$ cat config.mk
export PLATFORM = sky130hd
export DESIGN_NAME = cbcd_decoder
export DESIGN_NICKNAME = d
export VERILOG_FILES = /design/src/hdl/cbcd_pkg.sv /design/src/hdl/cbcd_frame_if.sv /design/src/hdl/cbcd_cmd_rx.sv /design/src/hdl/cbcd_decoder.sv
export VERILOG_INCLUDE_DIRS = /design/src /design/src/hdl
export SDC_FILE = /design/constraint.sdc
export NUM_CORES = 1
export LEC_CHECK = 0
export BUFFER_PORTS_ARGS = -buffer_cell sky130_fd_sc_hd__buf_2
export CAP_MARGIN = 40
export CELL_PAD_IN_SITES_DETAIL_PLACEMENT = 1
export CELL_PAD_IN_SITES_GLOBAL_PLACEMENT = 1
export CORE_MARGIN = 10
export CORE_UTILIZATION = 42
export DETAILED_ROUTE_END_ITERATION = 12
export PLACE_DENSITY_LB_ADDON = 0.1
export SYNTH_ARGS = -nofsm -noshare
export SYNTH_HDL_FRONTEND = slang
export SYNTH_SLANG_ARGS = --single-unit
$ cat constraint.sdc
create_clock -name CLK_SYS -period 5.7 [get_ports CLK_SYS]
set_input_delay 0.855 -clock CLK_SYS [delete_from_list [all_inputs] [get_ports CLK_SYS]]
set_output_delay 0.855 -clock CLK_SYS [all_outputs]
set_load 0.01 [all_outputs]
$ cat src/hdl/cbcd_regs.svh
`ifndef CBCD_REGS_SVH
`define CBCD_REGS_SVH

// ----------------------------------------------------------------------
// Command frame layout
// ----------------------------------------------------------------------
// Bits in one command frame and the last bit position of the frame.
`define CBCD_FRAME_BITS 8'd48
`define CBCD_FRAME_LAST 6'd47
// Number of leading frame bits covered by the checksum.
`define CBCD_CRC_SPAN 8'd40
// Checksum generator polynomial x^7 + x^3 + 1, leading term dropped.
`define CBCD_CRC_POLY 7'h09
`define CBCD_CRC_INIT 7'h00

// ----------------------------------------------------------------------
// Command indices
// ----------------------------------------------------------------------
`define CBCD_IDX_GO_IDLE 6'h00
`define CBCD_IDX_OP_COND 6'h01
`define CBCD_IDX_BCAST_ID 6'h02
`define CBCD_IDX_SET_ADDR 6'h03
`define CBCD_IDX_SELECT 6'h07
`define CBCD_IDX_READ_SPEC 6'h09
`define CBCD_IDX_READ_ID 6'h0A
`define CBCD_IDX_STATUS 6'h0D
`define CBCD_IDX_INACTIVE 6'h0F

// ----------------------------------------------------------------------
// Response layout
// ----------------------------------------------------------------------
`define CBCD_RESP_SHORT 8'd48
`define CBCD_RESP_LONG 8'd136
// Index field sent in long and operating-condition responses.
`define CBCD_RESP_ALL_ONES 6'h3F
`define CBCD_RESP_CRC_ONES 7'h7F
`define CBCD_RESP_CRC_LAST 8'd46
`define CBCD_RESP_END_POS 8'd47
// Address that no card may hold (the set-address command still stores it), and the address after reset.
`define CBCD_ADDR_NONE 16'h0000
`define CBCD_ADDR_RESET 16'h0001
// Current-state field of the status word.
`define CBCD_STAT_STATE_LSB 9
`define CBCD_STAT_STATE_MSB 12
// Power-up done flag of the operating-conditions word.
`define CBCD_OCR_DONE_BIT 31
// Response turnaround in clocks after a command.
`define CBCD_NCR_CYCLES 2

`endif

$ cat src/hdl/cbcd_pkg.sv
`include "cbcd_regs.svh"

package cbcd_pkg;

	// Card state, coded as in the status word's state field.
	typedef enum logic [3:0] {
		CBCD_ST_IDLE = 4'h0,
		CBCD_ST_READY = 4'h1,
		CBCD_ST_IDENT = 4'h2,
		CBCD_ST_STBY = 4'h3,
		CBCD_ST_TRAN = 4'h4,
		CBCD_ST_PRG = 4'h7,
		CBCD_ST_DIS = 4'h8,
		CBCD_ST_INA = 4'hF
	} cbcd_state_t;

	// Phase of the response transmitter.
	typedef enum logic [1:0] {
		CBCD_TX_IDLE = 2'b00,
		CBCD_TX_WAIT = 2'b01,
		CBCD_TX_SEND = 2'b10
	} cbcd_tx_t;

	// One checksum step for one serial bit, most significant bit first.
	function automatic logic [6:0] cbcd_crc7_step(input logic [6:0] crc,
		input logic bit_in);
		logic fb;
		fb = crc[6] ^ bit_in;
		cbcd_crc7_step = {crc[5:0], 1'b0} ^ (fb ? `CBCD_CRC_POLY : 7'h00);
	endfunction

endpackage

$ cat src/hdl/cbcd_frame_if.sv
`timescale 1ns/1ps
`default_nettype none

// Carries a received command frame from the receiver to the decoder.
interface cbcd_frame_if;
	logic valid; // One-cycle pulse: a whole frame was received.
	logic ok; // Framing and checksum were good.
	logic [5:0] index; // Command index.
	logic [31:0] arg; // Command argument.
	logic hold; // Decoder busy answering; receiver stays idle.

	modport rx (output valid, output ok, output index, output arg,
		input hold);
	modport dec (input valid, input ok, input index, input arg,
		output hold);
endinterface

`default_nettype wire

$ cat src/hdl/cbcd_cmd_rx.sv
`timescale 1ns/1ps
`default_nettype none
`include "cbcd_regs.svh"

module cbcd_cmd_rx
	import cbcd_pkg::*;
(
	// Clock and reset.
	input wire logic clk,
	input wire logic rst_n,
	// Serial command line as seen by the card.
	input wire logic cmd_in,
	// Frame towards the decoder.
	cbcd_frame_if.rx frm
);

	logic act_q, act_d; // A frame is being shifted in.
	logic [5:0] cnt_q, cnt_d; // Position of the next bit.
	logic [46:0] sh_q, sh_d; // Bits received so far.
	logic [6:0] crc_q, crc_d; // Running checksum.
	logic valid_q, valid_d;
	logic ok_q, ok_d;
	logic [5:0] idx_q, idx_d;
	logic [31:0] arg_q, arg_d;
	logic [47:0] frame; // Whole frame once the end bit arrives.

	// ------------------------------------------------------------------
	// Next-state logic
	// ------------------------------------------------------------------
	// Shifts the line in first bit first, checks host bit, end bit and
	// checksum, and holds the last frame's fields for the decoder.
	always_comb
	begin
		act_d = act_q;
		cnt_d = cnt_q;
		sh_d = {sh_q[45:0], cmd_in};
		crc_d = crc_q;
		valid_d = 1'b0;
		ok_d = ok_q;
		idx_d = idx_q;
		arg_d = arg_q;
		frame = {sh_q, cmd_in};
		if (frm.hold)
		begin
			// Our own answer is on the line; it is not a command.
			act_d = 1'b0;
			cnt_d = 6'h00;
		end
		else if (!act_q)
		begin
			// A zero start bit opens a frame.
			if (!cmd_in)
			begin
				act_d = 1'b1;
				cnt_d = 6'h01;
				crc_d = cbcd_crc7_step(`CBCD_CRC_INIT, cmd_in);
			end
		end
		else
		begin
			if ({2'b00, cnt_q} < `CBCD_CRC_SPAN)
			begin
				crc_d = cbcd_crc7_step(crc_q, cmd_in);
			end
			cnt_d = cnt_q + 6'h01;
			if (cnt_q == `CBCD_FRAME_LAST)
			begin
				// Frame complete after 48 bits.
				act_d = 1'b0;
				valid_d = 1'b1;
				idx_d = frame[45:40];
				arg_d = frame[39:8];
				ok_d = frame[46] && frame[0] && (frame[7:1] == crc_q);
			end
		end
	end

	// ------------------------------------------------------------------
	// Registers
	// ------------------------------------------------------------------
	// Synchronous reset returns the receiver to hunting for a start bit.
	always_ff @(posedge clk)
	begin
		if (!rst_n)
		begin
			act_q <= 1'b0;
			cnt_q <= 6'h00;
			sh_q <= 47'h0;
			crc_q <= 7'h00;
			valid_q <= 1'b0;
			ok_q <= 1'b0;
			idx_q <= 6'h00;
			arg_q <= 32'h0;
		end
		else
		begin
			act_q <= act_d;
			cnt_q <= cnt_d;
			sh_q <= sh_d;
			crc_q <= crc_d;
			valid_q <= valid_d;
			ok_q <= ok_d;
			idx_q <= idx_d;
			arg_q <= arg_d;
		end
	end

	assign frm.valid = valid_q;
	assign frm.ok = ok_q;
	assign frm.index = idx_q;
	assign frm.arg = arg_q;

endmodule // cbcd_cmd_rx

`default_nettype wire

$ cat src/hdl/cbcd_decoder.sv
`timescale 1ns/1ps
`default_nettype none
`include "cbcd_regs.svh"

module cbcd_decoder
	import cbcd_pkg::*;
#(
	parameter int NCR = `CBCD_NCR_CYCLES // Clocks from command to answer.
)
(
	// Clock and reset.
	input wire logic CLK_SYS,
	input wire logic RST_N,
	// Command line, split into sense, drive and enable.
	input wire logic CMD_IN,
	output logic CMD_OUT,
	output logic CMD_OE,
	// Card register contents supplied by the rest of the card.
	input wire logic [31:0] OCR_VALUE,
	input wire logic [127:0] IDENT_VALUE,
	input wire logic [127:0] SPEC_VALUE,
	input wire logic [31:0] STATUS_VALUE,
	input wire logic PROGRAM_BUSY,
	// Card state seen by the rest of the card.
	output cbcd_pkg::cbcd_state_t CARD_STATE,
	output logic [15:0] CARD_ADDR
);
	import cbcd_pkg::*;

	cbcd_frame_if frm (); // Received frames.

	// ------------------------------------------------------------------
	// Command receiver
	// ------------------------------------------------------------------
	cbcd_cmd_rx u_rx (
		.clk(CLK_SYS),
		.rst_n(RST_N),
		.cmd_in(CMD_IN),
		.frm(frm)
	);

	cbcd_state_t state_q, state_d; // Card state.
	logic [15:0] addr_q, addr_d; // relative_card_address.
	cbcd_tx_t ph_q, ph_d; // Transmitter phase.
	logic [7:0] wait_q, wait_d; // Turnaround countdown.
	logic [135:0] sh_q, sh_d; // Response bits, next bit on top.
	logic [7:0] len_q, len_d; // Response length in bits.
	logic [7:0] cnt_q, cnt_d; // Bits already sent.
	logic crc_en_q, crc_en_d; // Short response with computed checksum.
	logic [6:0] crc_q, crc_d; // Running response checksum.
	logic out_q, out_d;
	logic oe_q, oe_d;
	logic good; // A good frame has arrived.
	logic match; // Argument carries this card's address.
	logic addressed; // Card is in a state with an address.
	logic [31:0] status; // Status word with live state field.
	logic tx_bit; // Bit chosen for the line.

	// ------------------------------------------------------------------
	// Command decoder
	// ------------------------------------------------------------------
	// Moves the card state and queues the answer for each good frame, except in the inactive state, where frames are ignored.
	always_comb
	begin
		state_d = state_q;
		addr_d = addr_q;
		ph_d = ph_q;
		wait_d = wait_q;
		sh_d = sh_q;
		len_d = len_q;
		crc_en_d = crc_en_q;
		good = frm.valid && frm.ok;
		match = (frm.arg[31:16] == addr_q);
		addressed = (state_q == CBCD_ST_STBY) || (state_q == CBCD_ST_TRAN)
			|| (state_q == CBCD_ST_PRG) || (state_q == CBCD_ST_DIS);
		status = STATUS_VALUE;
		status[`CBCD_STAT_STATE_MSB:`CBCD_STAT_STATE_LSB] = state_q;
		if (good && (ph_q == CBCD_TX_IDLE) && (state_q != CBCD_ST_INA))
		begin
			unique case (frm.index)
				`CBCD_IDX_GO_IDLE:
				begin
					// Argument ignored; no answer is queued.
					state_d = CBCD_ST_IDLE;
					addr_d = `CBCD_ADDR_RESET;
				end
				`CBCD_IDX_OP_COND:
				begin
					// Idle cards answer with operating conditions.
					if (state_q == CBCD_ST_IDLE)
					begin
						sh_d = {2'b00, `CBCD_RESP_ALL_ONES, OCR_VALUE,
							`CBCD_RESP_CRC_ONES, 1'b1, 88'h0};
						len_d = `CBCD_RESP_SHORT;
						crc_en_d = 1'b0;
						ph_d = CBCD_TX_WAIT;
						if (OCR_VALUE[`CBCD_OCR_DONE_BIT])
						begin
							state_d = CBCD_ST_READY;
						end
					end
				end
				`CBCD_IDX_BCAST_ID:
				begin
					// Ready cards send their identity in a long answer.
					if (state_q == CBCD_ST_READY)
					begin
						sh_d = {2'b00, `CBCD_RESP_ALL_ONES, IDENT_VALUE[127:1],
							1'b1};
						len_d = `CBCD_RESP_LONG;
						crc_en_d = 1'b0;
						ph_d = CBCD_TX_WAIT;
						state_d = CBCD_ST_IDENT;
					end
				end
				`CBCD_IDX_SET_ADDR:
				begin
					// The identified card takes the host's address.
					if (state_q == CBCD_ST_IDENT)
					begin
						addr_d = frm.arg[31:16];
						sh_d = {2'b00, frm.index, status, 96'h0};
						len_d = `CBCD_RESP_SHORT;
						crc_en_d = 1'b1;
						ph_d = CBCD_TX_WAIT;
						state_d = CBCD_ST_STBY;
					end
				end
				`CBCD_IDX_SELECT:
				begin
					if (addressed && match && (frm.arg[31:16] != `CBCD_ADDR_NONE))
					begin
						// Selected: only this card answers.
						sh_d = {2'b00, frm.index, status, 96'h0};
						len_d = `CBCD_RESP_SHORT;
						crc_en_d = 1'b1;
						ph_d = CBCD_TX_WAIT;
						if (state_q == CBCD_ST_STBY)
						begin
							state_d = CBCD_ST_TRAN;
						end
						else if (state_q == CBCD_ST_DIS)
						begin
							state_d = CBCD_ST_PRG;
						end
					end
					else if (state_q == CBCD_ST_TRAN)
					begin
						// Any other address, zero included, deselects.
						state_d = CBCD_ST_STBY;
					end
					else if (state_q == CBCD_ST_PRG)
					begin
						state_d = CBCD_ST_DIS;
					end
				end
				`CBCD_IDX_READ_SPEC, `CBCD_IDX_READ_ID:
				begin
					// Register reads are served in stand-by only.
					if ((state_q == CBCD_ST_STBY) && match)
					begin
						sh_d = {2'b00, `CBCD_RESP_ALL_ONES,
							(frm.index == `CBCD_IDX_READ_SPEC) ?
							SPEC_VALUE[127:1] : IDENT_VALUE[127:1],
							1'b1};
						len_d = `CBCD_RESP_LONG;
						crc_en_d = 1'b0;
						ph_d = CBCD_TX_WAIT;
					end
				end
				`CBCD_IDX_STATUS:
				begin
					if (addressed && match)
					begin
						sh_d = {2'b00, frm.index, status, 96'h0};
						len_d = `CBCD_RESP_SHORT;
						crc_en_d = 1'b1;
						ph_d = CBCD_TX_WAIT;
					end
				end
				`CBCD_IDX_INACTIVE:
				begin
					if (addressed && match)
					begin
						state_d = CBCD_ST_INA;
					end
				end
				default:
				begin
					// Unsupported and reserved indices leave all as is.
					state_d = state_q;
				end
			endcase
			wait_d = 8'(NCR - 1);
		end
		else if (!good)
		begin
			// Between commands the store engine moves programming states.
			if ((state_q == CBCD_ST_TRAN) && PROGRAM_BUSY)
			begin
				state_d = CBCD_ST_PRG;
			end
			else if ((state_q == CBCD_ST_PRG) && !PROGRAM_BUSY)
			begin
				state_d = CBCD_ST_TRAN;
			end
			else if ((state_q == CBCD_ST_DIS) && !PROGRAM_BUSY)
			begin
				state_d = CBCD_ST_STBY;
			end
		end
		if (ph_q == CBCD_TX_WAIT)
		begin
			// Turnaround gap before the start bit.
			if (wait_q == 8'h00)
			begin
				ph_d = CBCD_TX_SEND;
			end
			else
			begin
				wait_d = wait_q - 8'h01;
			end
		end
		else if (ph_q == CBCD_TX_SEND)
		begin
			sh_d = {sh_q[134:0], 1'b0};
			if (cnt_q == len_q - 8'h01)
			begin
				ph_d = CBCD_TX_IDLE;
			end
		end
	end

	// ------------------------------------------------------------------
	// Response serialiser
	// ------------------------------------------------------------------
	// Sends the answer first bit first and, for short answers with crc_en_q set, swaps in
	// the computed checksum and end bit after the first forty bits.
	always_comb
	begin
		cnt_d = cnt_q;
		crc_d = crc_q;
		out_d = 1'b1;
		oe_d = 1'b0;
		tx_bit = sh_q[135];
		if (crc_en_q && (cnt_q >= `CBCD_CRC_SPAN)
			&& (cnt_q <= `CBCD_RESP_CRC_LAST))
		begin
			tx_bit = crc_q[6];
		end
		else if (crc_en_q && (cnt_q == `CBCD_RESP_END_POS))
		begin
			tx_bit = 1'b1;
		end
		if (ph_q == CBCD_TX_SEND)
		begin
			out_d = tx_bit;
			oe_d = 1'b1;
			cnt_d = cnt_q + 8'h01;
			if (cnt_q < `CBCD_CRC_SPAN)
			begin
				crc_d = cbcd_crc7_step(crc_q, tx_bit);
			end
			else
			begin
				crc_d = {crc_q[5:0], 1'b0};
			end
		end
		else
		begin
			cnt_d = 8'h00;
			crc_d = `CBCD_CRC_INIT;
		end
	end

	// ------------------------------------------------------------------
	// Registers
	// ------------------------------------------------------------------
	// Synchronous reset: idle card, default address, line released.
	always_ff @(posedge CLK_SYS)
	begin
		if (!RST_N)
		begin
			state_q <= CBCD_ST_IDLE;
			addr_q <= `CBCD_ADDR_RESET;
			ph_q <= CBCD_TX_IDLE;
			wait_q <= 8'h00;
			sh_q <= 136'h0;
			len_q <= 8'h00;
			cnt_q <= 8'h00;
			crc_en_q <= 1'b0;
			crc_q <= 7'h00;
			out_q <= 1'b1;
			oe_q <= 1'b0;
		end
		else
		begin
			state_q <= state_d;
			addr_q <= addr_d;
			ph_q <= ph_d;
			wait_q <= wait_d;
			sh_q <= sh_d;
			len_q <= len_d;
			cnt_q <= cnt_d;
			crc_en_q <= crc_en_d;
			crc_q <= crc_d;
			out_q <= out_d;
			oe_q <= oe_d;
		end
	end

	// Receiver is held off while this card owns the line.
	assign frm.hold = (ph_q != CBCD_TX_IDLE) || oe_q;
	assign CMD_OUT = out_q;
	assign CMD_OE = oe_q;
	assign CARD_STATE = state_q;
	assign CARD_ADDR = addr_q;

endmodule // cbcd_decoder

`default_nettype wire

Word level (Yosys, flattened, before mapping)
Cells that the tools add are included.
- register bits: 292
- word-level logic and storage cells: 185
- output and inout bits: 22
- input port bits: 324
- $add $sub $neg: 4
- muxes and demuxes: 73
- bitwise logic cells: 7
- reduce and logical (&&, ||, !) cells: 38
- magnitude comparators: 4
- equality and inequality tests: 39
- operators with widths (kind ; count):
    2-to-1 mux 136 bit ; 9
    case mux 136 bit (6 select lines) ; 1
    2-to-1 mux 127 bit ; 1
    2-to-1 mux 8 bit ; 9
    2-to-1 mux 4 bit ; 17
    case mux 8 bit (6 select lines) ; 1
    case mux 16 bit (2 select lines) ; 1
    2-to-1 mux 7 bit ; 4
    == test 6 x 4 -> 1 bit (second input constant) ; 4
    case mux 4 bit (6 select lines) ; 1
    2-to-1 mux 2 bit ; 11
    == test 16 bit ; 1
    2-to-1 mux 16 bit ; 1
    nonzero test 16 bit ; 1
    subtractor 8 x 1 -> 8 bit (second input constant) ; 2
    != test 3 bit (second input constant) ; 5
    logical AND 1 bit ; 14
    != test 2 bit (second input constant) ; 7
    2-to-1 mux 1 bit ; 13
    == test 6 x 2 -> 1 bit (second input constant) ; 2
    2-to-1 mux 6 bit ; 2
    case mux 2 bit (6 select lines) ; 1
    AND reduction 3 bit ; 4
    != test 5 bit (second input constant) ; 2
    40 further kinds ; 51

Longest topological paths before layout
Gate-level depths: netlist (run 1).
- depth in word-level cells: 12
- gate-level depth with buffers: 10
- mapped depth without buffers: 7

By module
From an unflattened synthesis (run 1), not the netlist that was laid out.
- cell total of the unflattened synthesis: 1797
- area, all modules: 14159.8 µm²
- by module, submodules not included (module ; area each (µm²) ; cells an instance ; times used ; sequential area each (µm²)):
    cbcd_decoder ; 10696.5 ; 1443 ; 1 ; 3723.6
    cbcd_cmd_rx ; 3463.3 ; 354 ; 1 ; 2001.9

Least setup slack after synthesis (run 1)
OpenSTA, ideal clock, no wires.
- path kind: register to register
- start: register addr_q[9], in the netlist CARD_ADDR[9]
- end: register sh_q[78]
- buffers on the path: 3
- required time: 5.571 ns
- clock period less this slack: 2.378 ns
- data arrival time: 2.248 ns
- cell stages (with the launch flop): 10
- setup time: 0.129 ns
- setup slack: 3.322 ns
- cells stage by stage: dfxtp_1 xor2_1 nor4_1 nand4_2 o31a_1 buf_2 nor3_4 buf_2 buf_4 o211ai_1
- word-level cells in the longest chain between the ends: 8
- elaborated cells between the ends (all ways): 11
- classes of those cells: eq/ne: 1; mux: 7; reduce/logical: 3
- RTL lines (element ; line ; RTL):
    from (decl) ; cbcd_decoder.sv:43 ; logic [15:0] addr_q, addr_d;
    from (signal assigned) ; cbcd_decoder.sv:285 ; addr_q <= `CBCD_ADDR_RESET;
    from (signal assigned) ; cbcd_decoder.sv:299 ; addr_q <= addr_d;
    == test 16 bit (*) ; cbcd_decoder.sv:73 ; match = (frm.arg[31:16] == addr_q);
    logical AND 1 bit ; cbcd_decoder.sv:131, cbcd_decoder.sv:173 ;
    logical AND 1 bit ; cbcd_decoder.sv:131 ; if (addressed && match && (frm.arg[31:16] != `CBCD_ADDR_NONE))
    2-to-1 mux 136 bit ; cbcd_decoder.sv:131 ;
    case mux 136 bit (6 select lines) (*) ; cbcd_decoder.sv:80 ; unique case (frm.index)
    2-to-1 mux 136 bit (*) ; cbcd_decoder.sv:78 ; if (good && (ph_q == CBCD_TX_IDLE) && (state_q != CBCD_ST_INA))
    2-to-1 mux 136 bit ; cbcd_decoder.sv:224 ; else if (ph_q == CBCD_TX_SEND)
    2-to-1 mux 136 bit (*) ; cbcd_decoder.sv:212 ; if (ph_q == CBCD_TX_WAIT)
    to (signal assigned) ; cbcd_decoder.sv:288 ; sh_q <= 136'h0;
    to (signal assigned) ; cbcd_decoder.sv:302 ; sh_q <= sh_d;
    to (decl) ; cbcd_decoder.sv:46 ; logic [135:0] sh_q, sh_d;
Mark *: on every way between the ends. The rest lies on a longest branch, timed or not.
A chain may end at the register's enable or synchronous reset.

Final worst setup path (run 1)
- start: register u_rx.arg_q[22], in the netlist u_rx.frm.arg[22]
- end: register sh_q[88]
- word-level cells in the longest chain between the ends: 8
- elaborated cells between the ends (all ways): 12
- classes of those cells: eq/ne: 1; mux: 7; reduce/logical: 4
- RTL lines (element ; line ; RTL):
    from (decl) ; cbcd_cmd_rx.sv:24 ; logic [31:0] arg_q, arg_d;
    from (signal assigned) ; cbcd_cmd_rx.sv:104 ; arg_q <= arg_d;
    == test 16 bit ; cbcd_decoder.sv:73 ;
    logical AND 1 bit ; cbcd_decoder.sv:131, cbcd_decoder.sv:173 ;
    logical AND 1 bit ; cbcd_decoder.sv:131 ;
    2-to-1 mux 136 bit ; cbcd_decoder.sv:131 ;
    case mux 136 bit (6 select lines) (*) ; cbcd_decoder.sv:80 ;
    2-to-1 mux 136 bit (*) ; cbcd_decoder.sv:78 ;
    2-to-1 mux 136 bit ; cbcd_decoder.sv:224 ;
    2-to-1 mux 136 bit (*) ; cbcd_decoder.sv:212 ;
Marks and branches as above.

==> impl_results.md, run 1 <==
* Int Pwr at 0.00314 W
* RD Place Congestion at 0.849
* Total CTS buffers at 31
* Area Growth Syn to Fin at 19.8%
* Startpoint types: register
* Worst Path Max Fanout at 28
* Status: completed
* CP Data Arrival Time at 4.41 ns
* Number of max-cap violations at 0
* Combinational share of power at 6.0%
* Post-layout min period at 3.99 ns
* Post-DP HPWL at 40.3 mm
* Ports at 346
* VDD IR max at 225 uV
* Initial antenna violation count at 8
* Synthesized area per cell at 7.28 sq um
* # resized after CTS at 0
* Req. time, crit path at 6.12 ns
* Syn_nets at 2423
* Number of global-route vias before repair at 17400
* Setup Viol. Count Final at 0
* DRT Pass-1 Iters at 5
* Max Fclk at 251 MHz
* Worst Tran Pin Value at 0.939 ns
* Final net count at 2640
* Number of synthesized flops with an enable pin at 0
* Rows at 69
* Count of different cell masters after synthesis at 63
* Die Y at 210 um
* Power share of the clock group at 47.8%
* First-pass GRT wire length at 94.5 mm
* H-tree depth at 1
* Post-synthesis sequential area ratio at 35.5%
* DRT antenna net count at 0
* Unrepaired setup endpoints after global routing: no
* Post-Route Setup TNS at 0 ns
* Relative slew slack at 36.9%
* Top cell type by total area after synthesis: dfxtp_1
* PortBufs at 339
* Area fraction of the dominant cell type after synthesis at 35.5%
* Total number of vias at 16900
* Gr usage total at 25.5%
* Largest net degree at the start of global routing at 99
* Hold Crit Class: reg -> reg
* Chip Width at 210 um
* Clk_lat worst skew at 0.57 ns
* Hold Buf Count CTS at 0
* Switching Share at 23.4%
* Clk sinks at 270
* Power density cells at 225 nW/um^2
* CP Class: reg -> reg
* DR DRC count at 0
* Worst clock skew at 0.0181 ns
* Ratio of cells with drive above 1 in the final layout at 19.2%
* Synth area leaders: dfxtp_1 35%, o211ai_1 9.7%, nor2_1 6.7%
* Synth warn at 0
* Max-slew violation count at 0
* Sw Pwr at 0.000960 W
* Final hold viol count at 0
* Primary FF master, synth: dfxtp_1
* Initial Util at 42.7%
* Post-Syn Area at 15200 sq um
* Commonest non-fill, non-tap cells in the layout: 340 x buf_2, 270 x dfxtp_1, 269 x nor2_1
* Non-filler cells, final at 2805
* DR iter-0 viols at 1224
* Leakage power at 7.28 nW
* Most common cell after layout, fill and taps aside: buf_2
* Synthesized flop and latch total at 270
* Core area at 35700 sq um
* Clk slew on worst S/H paths at 0.06 ns
* CTS Buffer Depth at 3
* Die area at 44300 sq um
* Placed cells at 2736
* Post-CTS Setup Inserts at 0
* Number of vias per cell at 6.02
* Post-Route WL at 60.2 mm
* Clock Root Buffer: clkbuf_16
* CP endpoint kind: register
* Seq pwr share at 46.2%
* Synth async-reset ratio at 0%
* Synth Instances at 2091
* Fin crit share at 70.0%
* CTS tree: built
* WL per Instance at 21.4 um
* Total grt overflow at 0
==> worst paths after layout <==
check	from	end	slack, ns	cells after the start
setup / recovery	u_rx.frm.arg[22]	sh_q[88]	1.71	8
hold / removal	u_rx.sh_q[22]	u_rx.sh_q[23]	0.43	1
setup reg to reg	u_rx.frm.arg[22]	sh_q[88]	1.71	8
hold reg to reg	u_rx.sh_q[22]	u_rx.sh_q[23]	0.43	1
==> area by class of cell <==
cell class	count	area, sq um
Sequential cell	270	5410
Fill cell	4626	17400
Clock inverter	10	81.3
Tap cell	461	577
Inverter	109	412
Clock buffer	46	912
Multi-Input combinational cell	1521	8760
Antenna cell	13	32.5
Timing Repair Buffer	375	2070
==> power groups by stage <==
| stage | Clock [W] | Combinational [W] | Sequential [W] |
|---|---|---|---|
| final | 0.00196 | 0.000244 | 0.00190 |
| after CTS | 0.00200 | 0.000244 | 0.00190 |
| after global routing | 0.00208 | 0.000270 | 0.00189 |
| after detailed placement | 0 | 0.000241 | 0.00194 |
| after floorplan | 0 | 0.0000915 | 0.00193 |
| after global placement | 0 | 0.000236 | 0.00194 |
==> cell families (layout without fill, tap and decap cells) <==
kind of cell / after synthesis / after routing / share of synthesized area, %
AO/OA/AOI/OAI: 618 / 618 / 26.6
XOR/XNOR: 41 / 41 / 2.36
adder cells (fa/ha/maj): 8 / 8 / 0.657
buffers and inverters: 300 / 540 / 7.72
flip-flops: 270 / 270 / 35.5
multiplexers: 29 / 29 / 1.91
other: 0 / 13 / 0
AND/OR/NAND/NOR: 825 / 825 / 25.2
==> synth_stat cells (3+ instances only) <==
cell	instances
nor3_1	17
inv_1	108
nor2_1	270
a22oi_1	14
xor2_1	31
mux2i_1	28
nand3b_1	3
o22ai_1	3
or3_1	5
a21oi_1	47
buf_1	11
nand3_1	68
a311oi_1	3
dfxtp_1	270
o21ai_0	194
buf_2	37
nor4_1	115
o31ai_1	39
and2_1	50
xnor2_1	10
nand2b_1	5
ha_1	8
nand4_1	5
a32oi_1	23
clkbuf_1	142
o211ai_1	196
or4_1	4
a31oi_1	49
o311ai_0	3
a221oi_1	22
nand2_1	245
o21a_1	5
and3_1	13
nor2b_1	7
==> state kept, by name, indices dropped and copies added (netlist names), 7 cells and up <==
register      count
u_rx.frm.arg     16
CARD_ADDR        16
crc_q             7
sh_q            136
u_rx.crc_q        7
wait_q            8
u_rx.sh_q        46
cnt_q             8
==> worst max-delay path, stage by stage (launching register included) <==
cell	delay, ns
dfxtp_1	0.36
xor2_1	0.18
nor4_1	0.64
nand4_4	0.62
o31a_2	0.76
buf_16	0.25
nor3_1	0.61
buf_2	0.28
o211ai_1	0.12
==> per-stage QoR <==
step                hold WS [ns]  worst slack [ns]  instance area (sq um)  utilization [%]  total power, W
floorplan                  0.412              3.32                  15200                -         0.00203
global placement           0.417              1.72                  17100             48.0         0.00217
detailed placement         0.424              1.78                  17200             48.3         0.00218
CTS                        0.440              1.75                  18200             51.1         0.00414
global route               0.458              1.56                  18200             51.1         0.00425
finish                     0.435              1.71                  18200             51.2         0.00410
==> metal layers <==
| layer | track usage, % | part of all wire, % | wire length, um | up-vias |
|---|---|---|---|---|
| li1 | - | - | - | 7970 |
| met1 | 33.8 | 45 | 26800 | 8266 |
| met2 | 41.6 | 47 | 28200 | 544 |
| met3 | 3.92 | 6.0 | 3640 | 97 |
| met4 | 7.87 | 2.6 | 1550 | 2 |
| met5 | 0 | 0.012 | 7 | - |
(Power assumes the default switching activity.)
==> inputs of run 2 (changes only) <==
--- a/config.mk
+++ b/config.mk
@@ -6,12 +6,13 @@
 export SDC_FILE = /design/constraint.sdc
 export NUM_CORES = 1
 export LEC_CHECK = 0
+export ABC_AREA = 1
 export BUFFER_PORTS_ARGS = -buffer_cell sky130_fd_sc_hd__buf_2
 export CAP_MARGIN = 40
 export CELL_PAD_IN_SITES_DETAIL_PLACEMENT = 1
 export CELL_PAD_IN_SITES_GLOBAL_PLACEMENT = 1
 export CORE_MARGIN = 10
-export CORE_UTILIZATION = 42
+export CORE_UTILIZATION = 34
 export DETAILED_ROUTE_END_ITERATION = 12
 export PLACE_DENSITY_LB_ADDON = 0.1
 export SYNTH_ARGS = -nofsm -noshare
==> constraint.sdc (replaced) <==
create_clock -name CLK_SYS -period 3.6 [get_ports CLK_SYS]
set_input_delay 0.54 -clock CLK_SYS [delete_from_list [all_inputs] [get_ports CLK_SYS]]
set_output_delay 0.54 -clock CLK_SYS [all_outputs]
set_load 0.01 [all_outputs]
==> impl_results.md, run 2 <==
* H-tree depth at 1 (unchanged)
* Area Growth Syn to Fin at 21.1%
* Grt met3 use at 3.42% (-0.50 points)
* Ratio of cells with drive above 1 in the final layout at 17.3% (-1.8 points)
* CP max stage delay at 0.61 ns (-0.15 ns)
* DRT Pass-1 Iters at 5 (unchanged)
* Synth async-reset ratio at 0% (unchanged)
* Setup Viol. Count Final at 0 (unchanged)
* Post-DP HPWL at 42.0 mm (+4.3%)
* Unrepaired setup endpoints after global routing: no
* Most flops, register: sh_q
* Post-Route Setup TNS at 0 ns (unchanged)
* Simple-gate share of the synthesized area at 24.7% (-0.53 points)
* Synth cell count leaders: 640 x nand2_1, 338 x a21oi_1, 280 x o21ai_0
* Clk_lat worst skew at 0.58 ns (about the same)
* Worst R2R Setup Slack at 0.65 ns (-1.06 ns)
* Synth area leaders: dfxtp_1 35%, nand2_1 16%, a21oi_1 11%
* Post-layout min period at 2.95 ns (-1.04 ns)
* Primary FF master, synth: dfxtp_1
* DR iter-0 viols at 867 (-29%)
* Regs by FF count: sh_q (136), u_rx.sh_q (46)
* Relative slew slack at 40.7% (+3.8 points)
* Met1 usage at 25.9% (-7.9 points)
* Ports at 346 (unchanged)
* Clock Root Buffer: clkbuf_16
* Die area at 53700 sq um (+21%)
* Initial Util at 34.4% (-8.3 points)
* First-pass GRT wire length at 93.1 mm (-1.5%)
* Total chip power at 0.00669 W (+63%)
* Power density cells at 363 nW/um^2 (+61%)
* Post-Route WL at 58.7 mm (-2.5%)
* Hold Crit Class: in -> reg
* Hold Buf Count CTS at 0 (unchanged)
* Count of different cell masters after synthesis at 47 (-25%)
* Crit-path most repeated cell: nand2_1
* Startpoint types: register
* Worst Setup Slack post-DPL at 0.662 ns (-1.12 ns)
* Synth Area in Compound Gates at 26.8% (+0.19 points)
* CTS Buffer Depth at 3 (unchanged)
* Largest family of logic cells by synthesized area: compound AO/OA/AOI/OAI gates
* Status: completed
* Most frequent cell after synthesis: nand2_1
* VDD IR max at 370 uV (+64%)
* Core area at 44200 sq um (+24%)
* Max Fclk at 339 MHz (+35%)
* Number of vias per cell at 5.13 (-15%)
* Total CTS buffers at 31 (unchanged)
* Number of synthesized flops with an enable pin at 0 (unchanged)
* Initial antenna violation count at 11 (+3)
* Worst Tran Pin Value at 0.889 ns (-0.0502 ns)
* Final hold viol count at 0 (unchanged)
* RD Place Congestion at 0.840 (-1.0%)
* Worst clock skew at 0.0178 ns (-0.000270 ns)
* Synthesized area per cell at 6.29 sq um (-14%)
* CTS tree: built
* Area fraction of the dominant cell type after synthesis at 35.5% (about the same)
* Fin crit share at 82.0% (+12 points)
* Mux share of post-synthesis cell area at 0.403% (-1.5 points)
* GR Layer Usage met2 at 36.7% (-5.0 points)
* Post-Syn Area at 15200 sq um (about the same)
* Top cell type by total area after synthesis: dfxtp_1
* DRT antenna net count at 0 (unchanged)
* Worst path cell trace: inv_1 > nand2_1 > nand2_1 > nand3_1 > nor2_1 > nand2_1 > nor2_1 > nand3_4 > buf_4 > o22ai_1 > a21oi_1 > a21oi_1
* Chip Width at 232 um (+10%)
* Synthesized flop and latch total at 270 (unchanged)
* Top Usage Layer GRT: met2
* Final net count at 3001 (+14%)
* Total grt overflow at 0 (unchanged)
* Post-CTS Setup Inserts at 0 (unchanged)
* Slowest stage cell, crit path: nand3_4
* WL per Instance at 17.8 um (-17%)
* Total number of vias at 16900 (+0.10%)
* Clk slew on worst S/H paths at 0.06 ns (about the same)
* Clk sinks at 270 (unchanged)
* FILL cells at 5898 (+27%)
* Worst setup margin at 0.649 ns (-1.06 ns)
* Number of global-route vias before repair at 17300 (-0.56%)
* CP Class: reg -> reg
* Area post-placement at 17400 sq um (+0.94%)
* Xor and xnor area share after synthesis at 0.690% (-1.7 points)
* PortBufs at 339 (unchanged)
* Design area at 18400 sq um (+1.1%)
* Max reg flops at 136 (unchanged)
* Largest net degree at the start of global routing at 134 (+35%)
* # resized after CTS at 0 (unchanged)
* Number of max-cap violations at 0 (unchanged)
* Post-synthesis sequential area ratio at 35.5% (about the same)
* Die Y at 232 um (+10%)
* Syn_nets at 2752 (+14%)
* CP endpoint kind: register
* DR DRC count at 0 (unchanged)
* Worst Path Max Fanout at 40 (+43%)
* Gr usage total at 20.9% (-4.6 points)
* Area of the multi-input gates at 8140 sq um (-7.1%)
* Leakage power at 8.69 nW (+19%)
* Register area at 5410 sq um (unchanged)
* Synth warn at 0 (unchanged)
* Max-slew violation count at 0 (unchanged)
* Adder-Cell Fraction of Synth Area at 0.657% (about the same)
* Commonest non-fill, non-tap cells in the layout: 638 x nand2_1, 338 x a21oi_1, 338 x buf_2
* CP Data Arrival Time at 3.46 ns (-0.95 ns)
* Most common cell after layout, fill and taps aside: nand2_1
* Req. time, crit path at 4.11 ns (-2.01 ns)
* Rows at 77 (+12%)
* Synth Instances at 2420 (+16%)
## run 2: final cells by class
cell class / instances / area share, %
Clock inverter: 10 / 0.699
Tap cell: 592 / 4.02
Multi-Input combinational cell: 1712 / 44.1
Inverter: 285 / 5.83
Clock buffer: 46 / 4.94
Sequential cell: 270 / 29.3
Timing Repair Buffer: 369 / 10.9
Antenna cell: 10 / 0.136
## run 2: final timing paths
path | start | endpoint | cells past startpoint
max reg2reg | u_rx.frm.arg[25] | sh_q[40] | 12
min | CMD_IN | u_rx.sh_q[0] | 3
min reg2reg | crc_q[1] | crc_q[2] | 2
max | u_rx.frm.arg[25] | sh_q[40] | 12
## run 2: cell families after synthesis
kind of cell	Yosys count
mux	6
buf+inv	438
simple gates	926
flops	270
xor+xnor	12
compound gates	760
fa+ha+maj	8
## run 2: worst max-delay path, delay by kind of cell, from the launching register on
| kind | cells | cell delay (ns) |
|---|---|---|
| flops | 1 | 0.34 |
| compound gates | 3 | 0.48 |
| simple gates | 7 | 1.42 |
| buf+inv | 2 | 0.63 |
## run 2: power by group
group	switching [W]	total [W]	internal, W	leakage [nW]
registers	0.0000121	0.00301	0.00300	2.18
clock network	0.00129	0.00324	0.00195	0.518
logic	0.000239	0.000444	0.000205	6.00
## run 2: per-stage QoR
stage               utilization (%)  hold WS, ns  instances
CTS                            41.7        0.216       3284
global route                   41.7        0.254       3291
finish                         41.7        0.246       3294
detailed placement             39.3        0.401       3228
floorplan                         -        0.390       2420
global placement               39.1        0.393       3224
## run 2: layer usage
| metal | part of all wire, % | vias up |
|---|---|---|
| met1 | 45 | 8070 |
| li1 | - | 8442 |
| met3 | 4.9 | 62 |
| met5 | 0.022 | - |
| met2 | 48 | 320 |
| met4 | 1.8 | 2 |
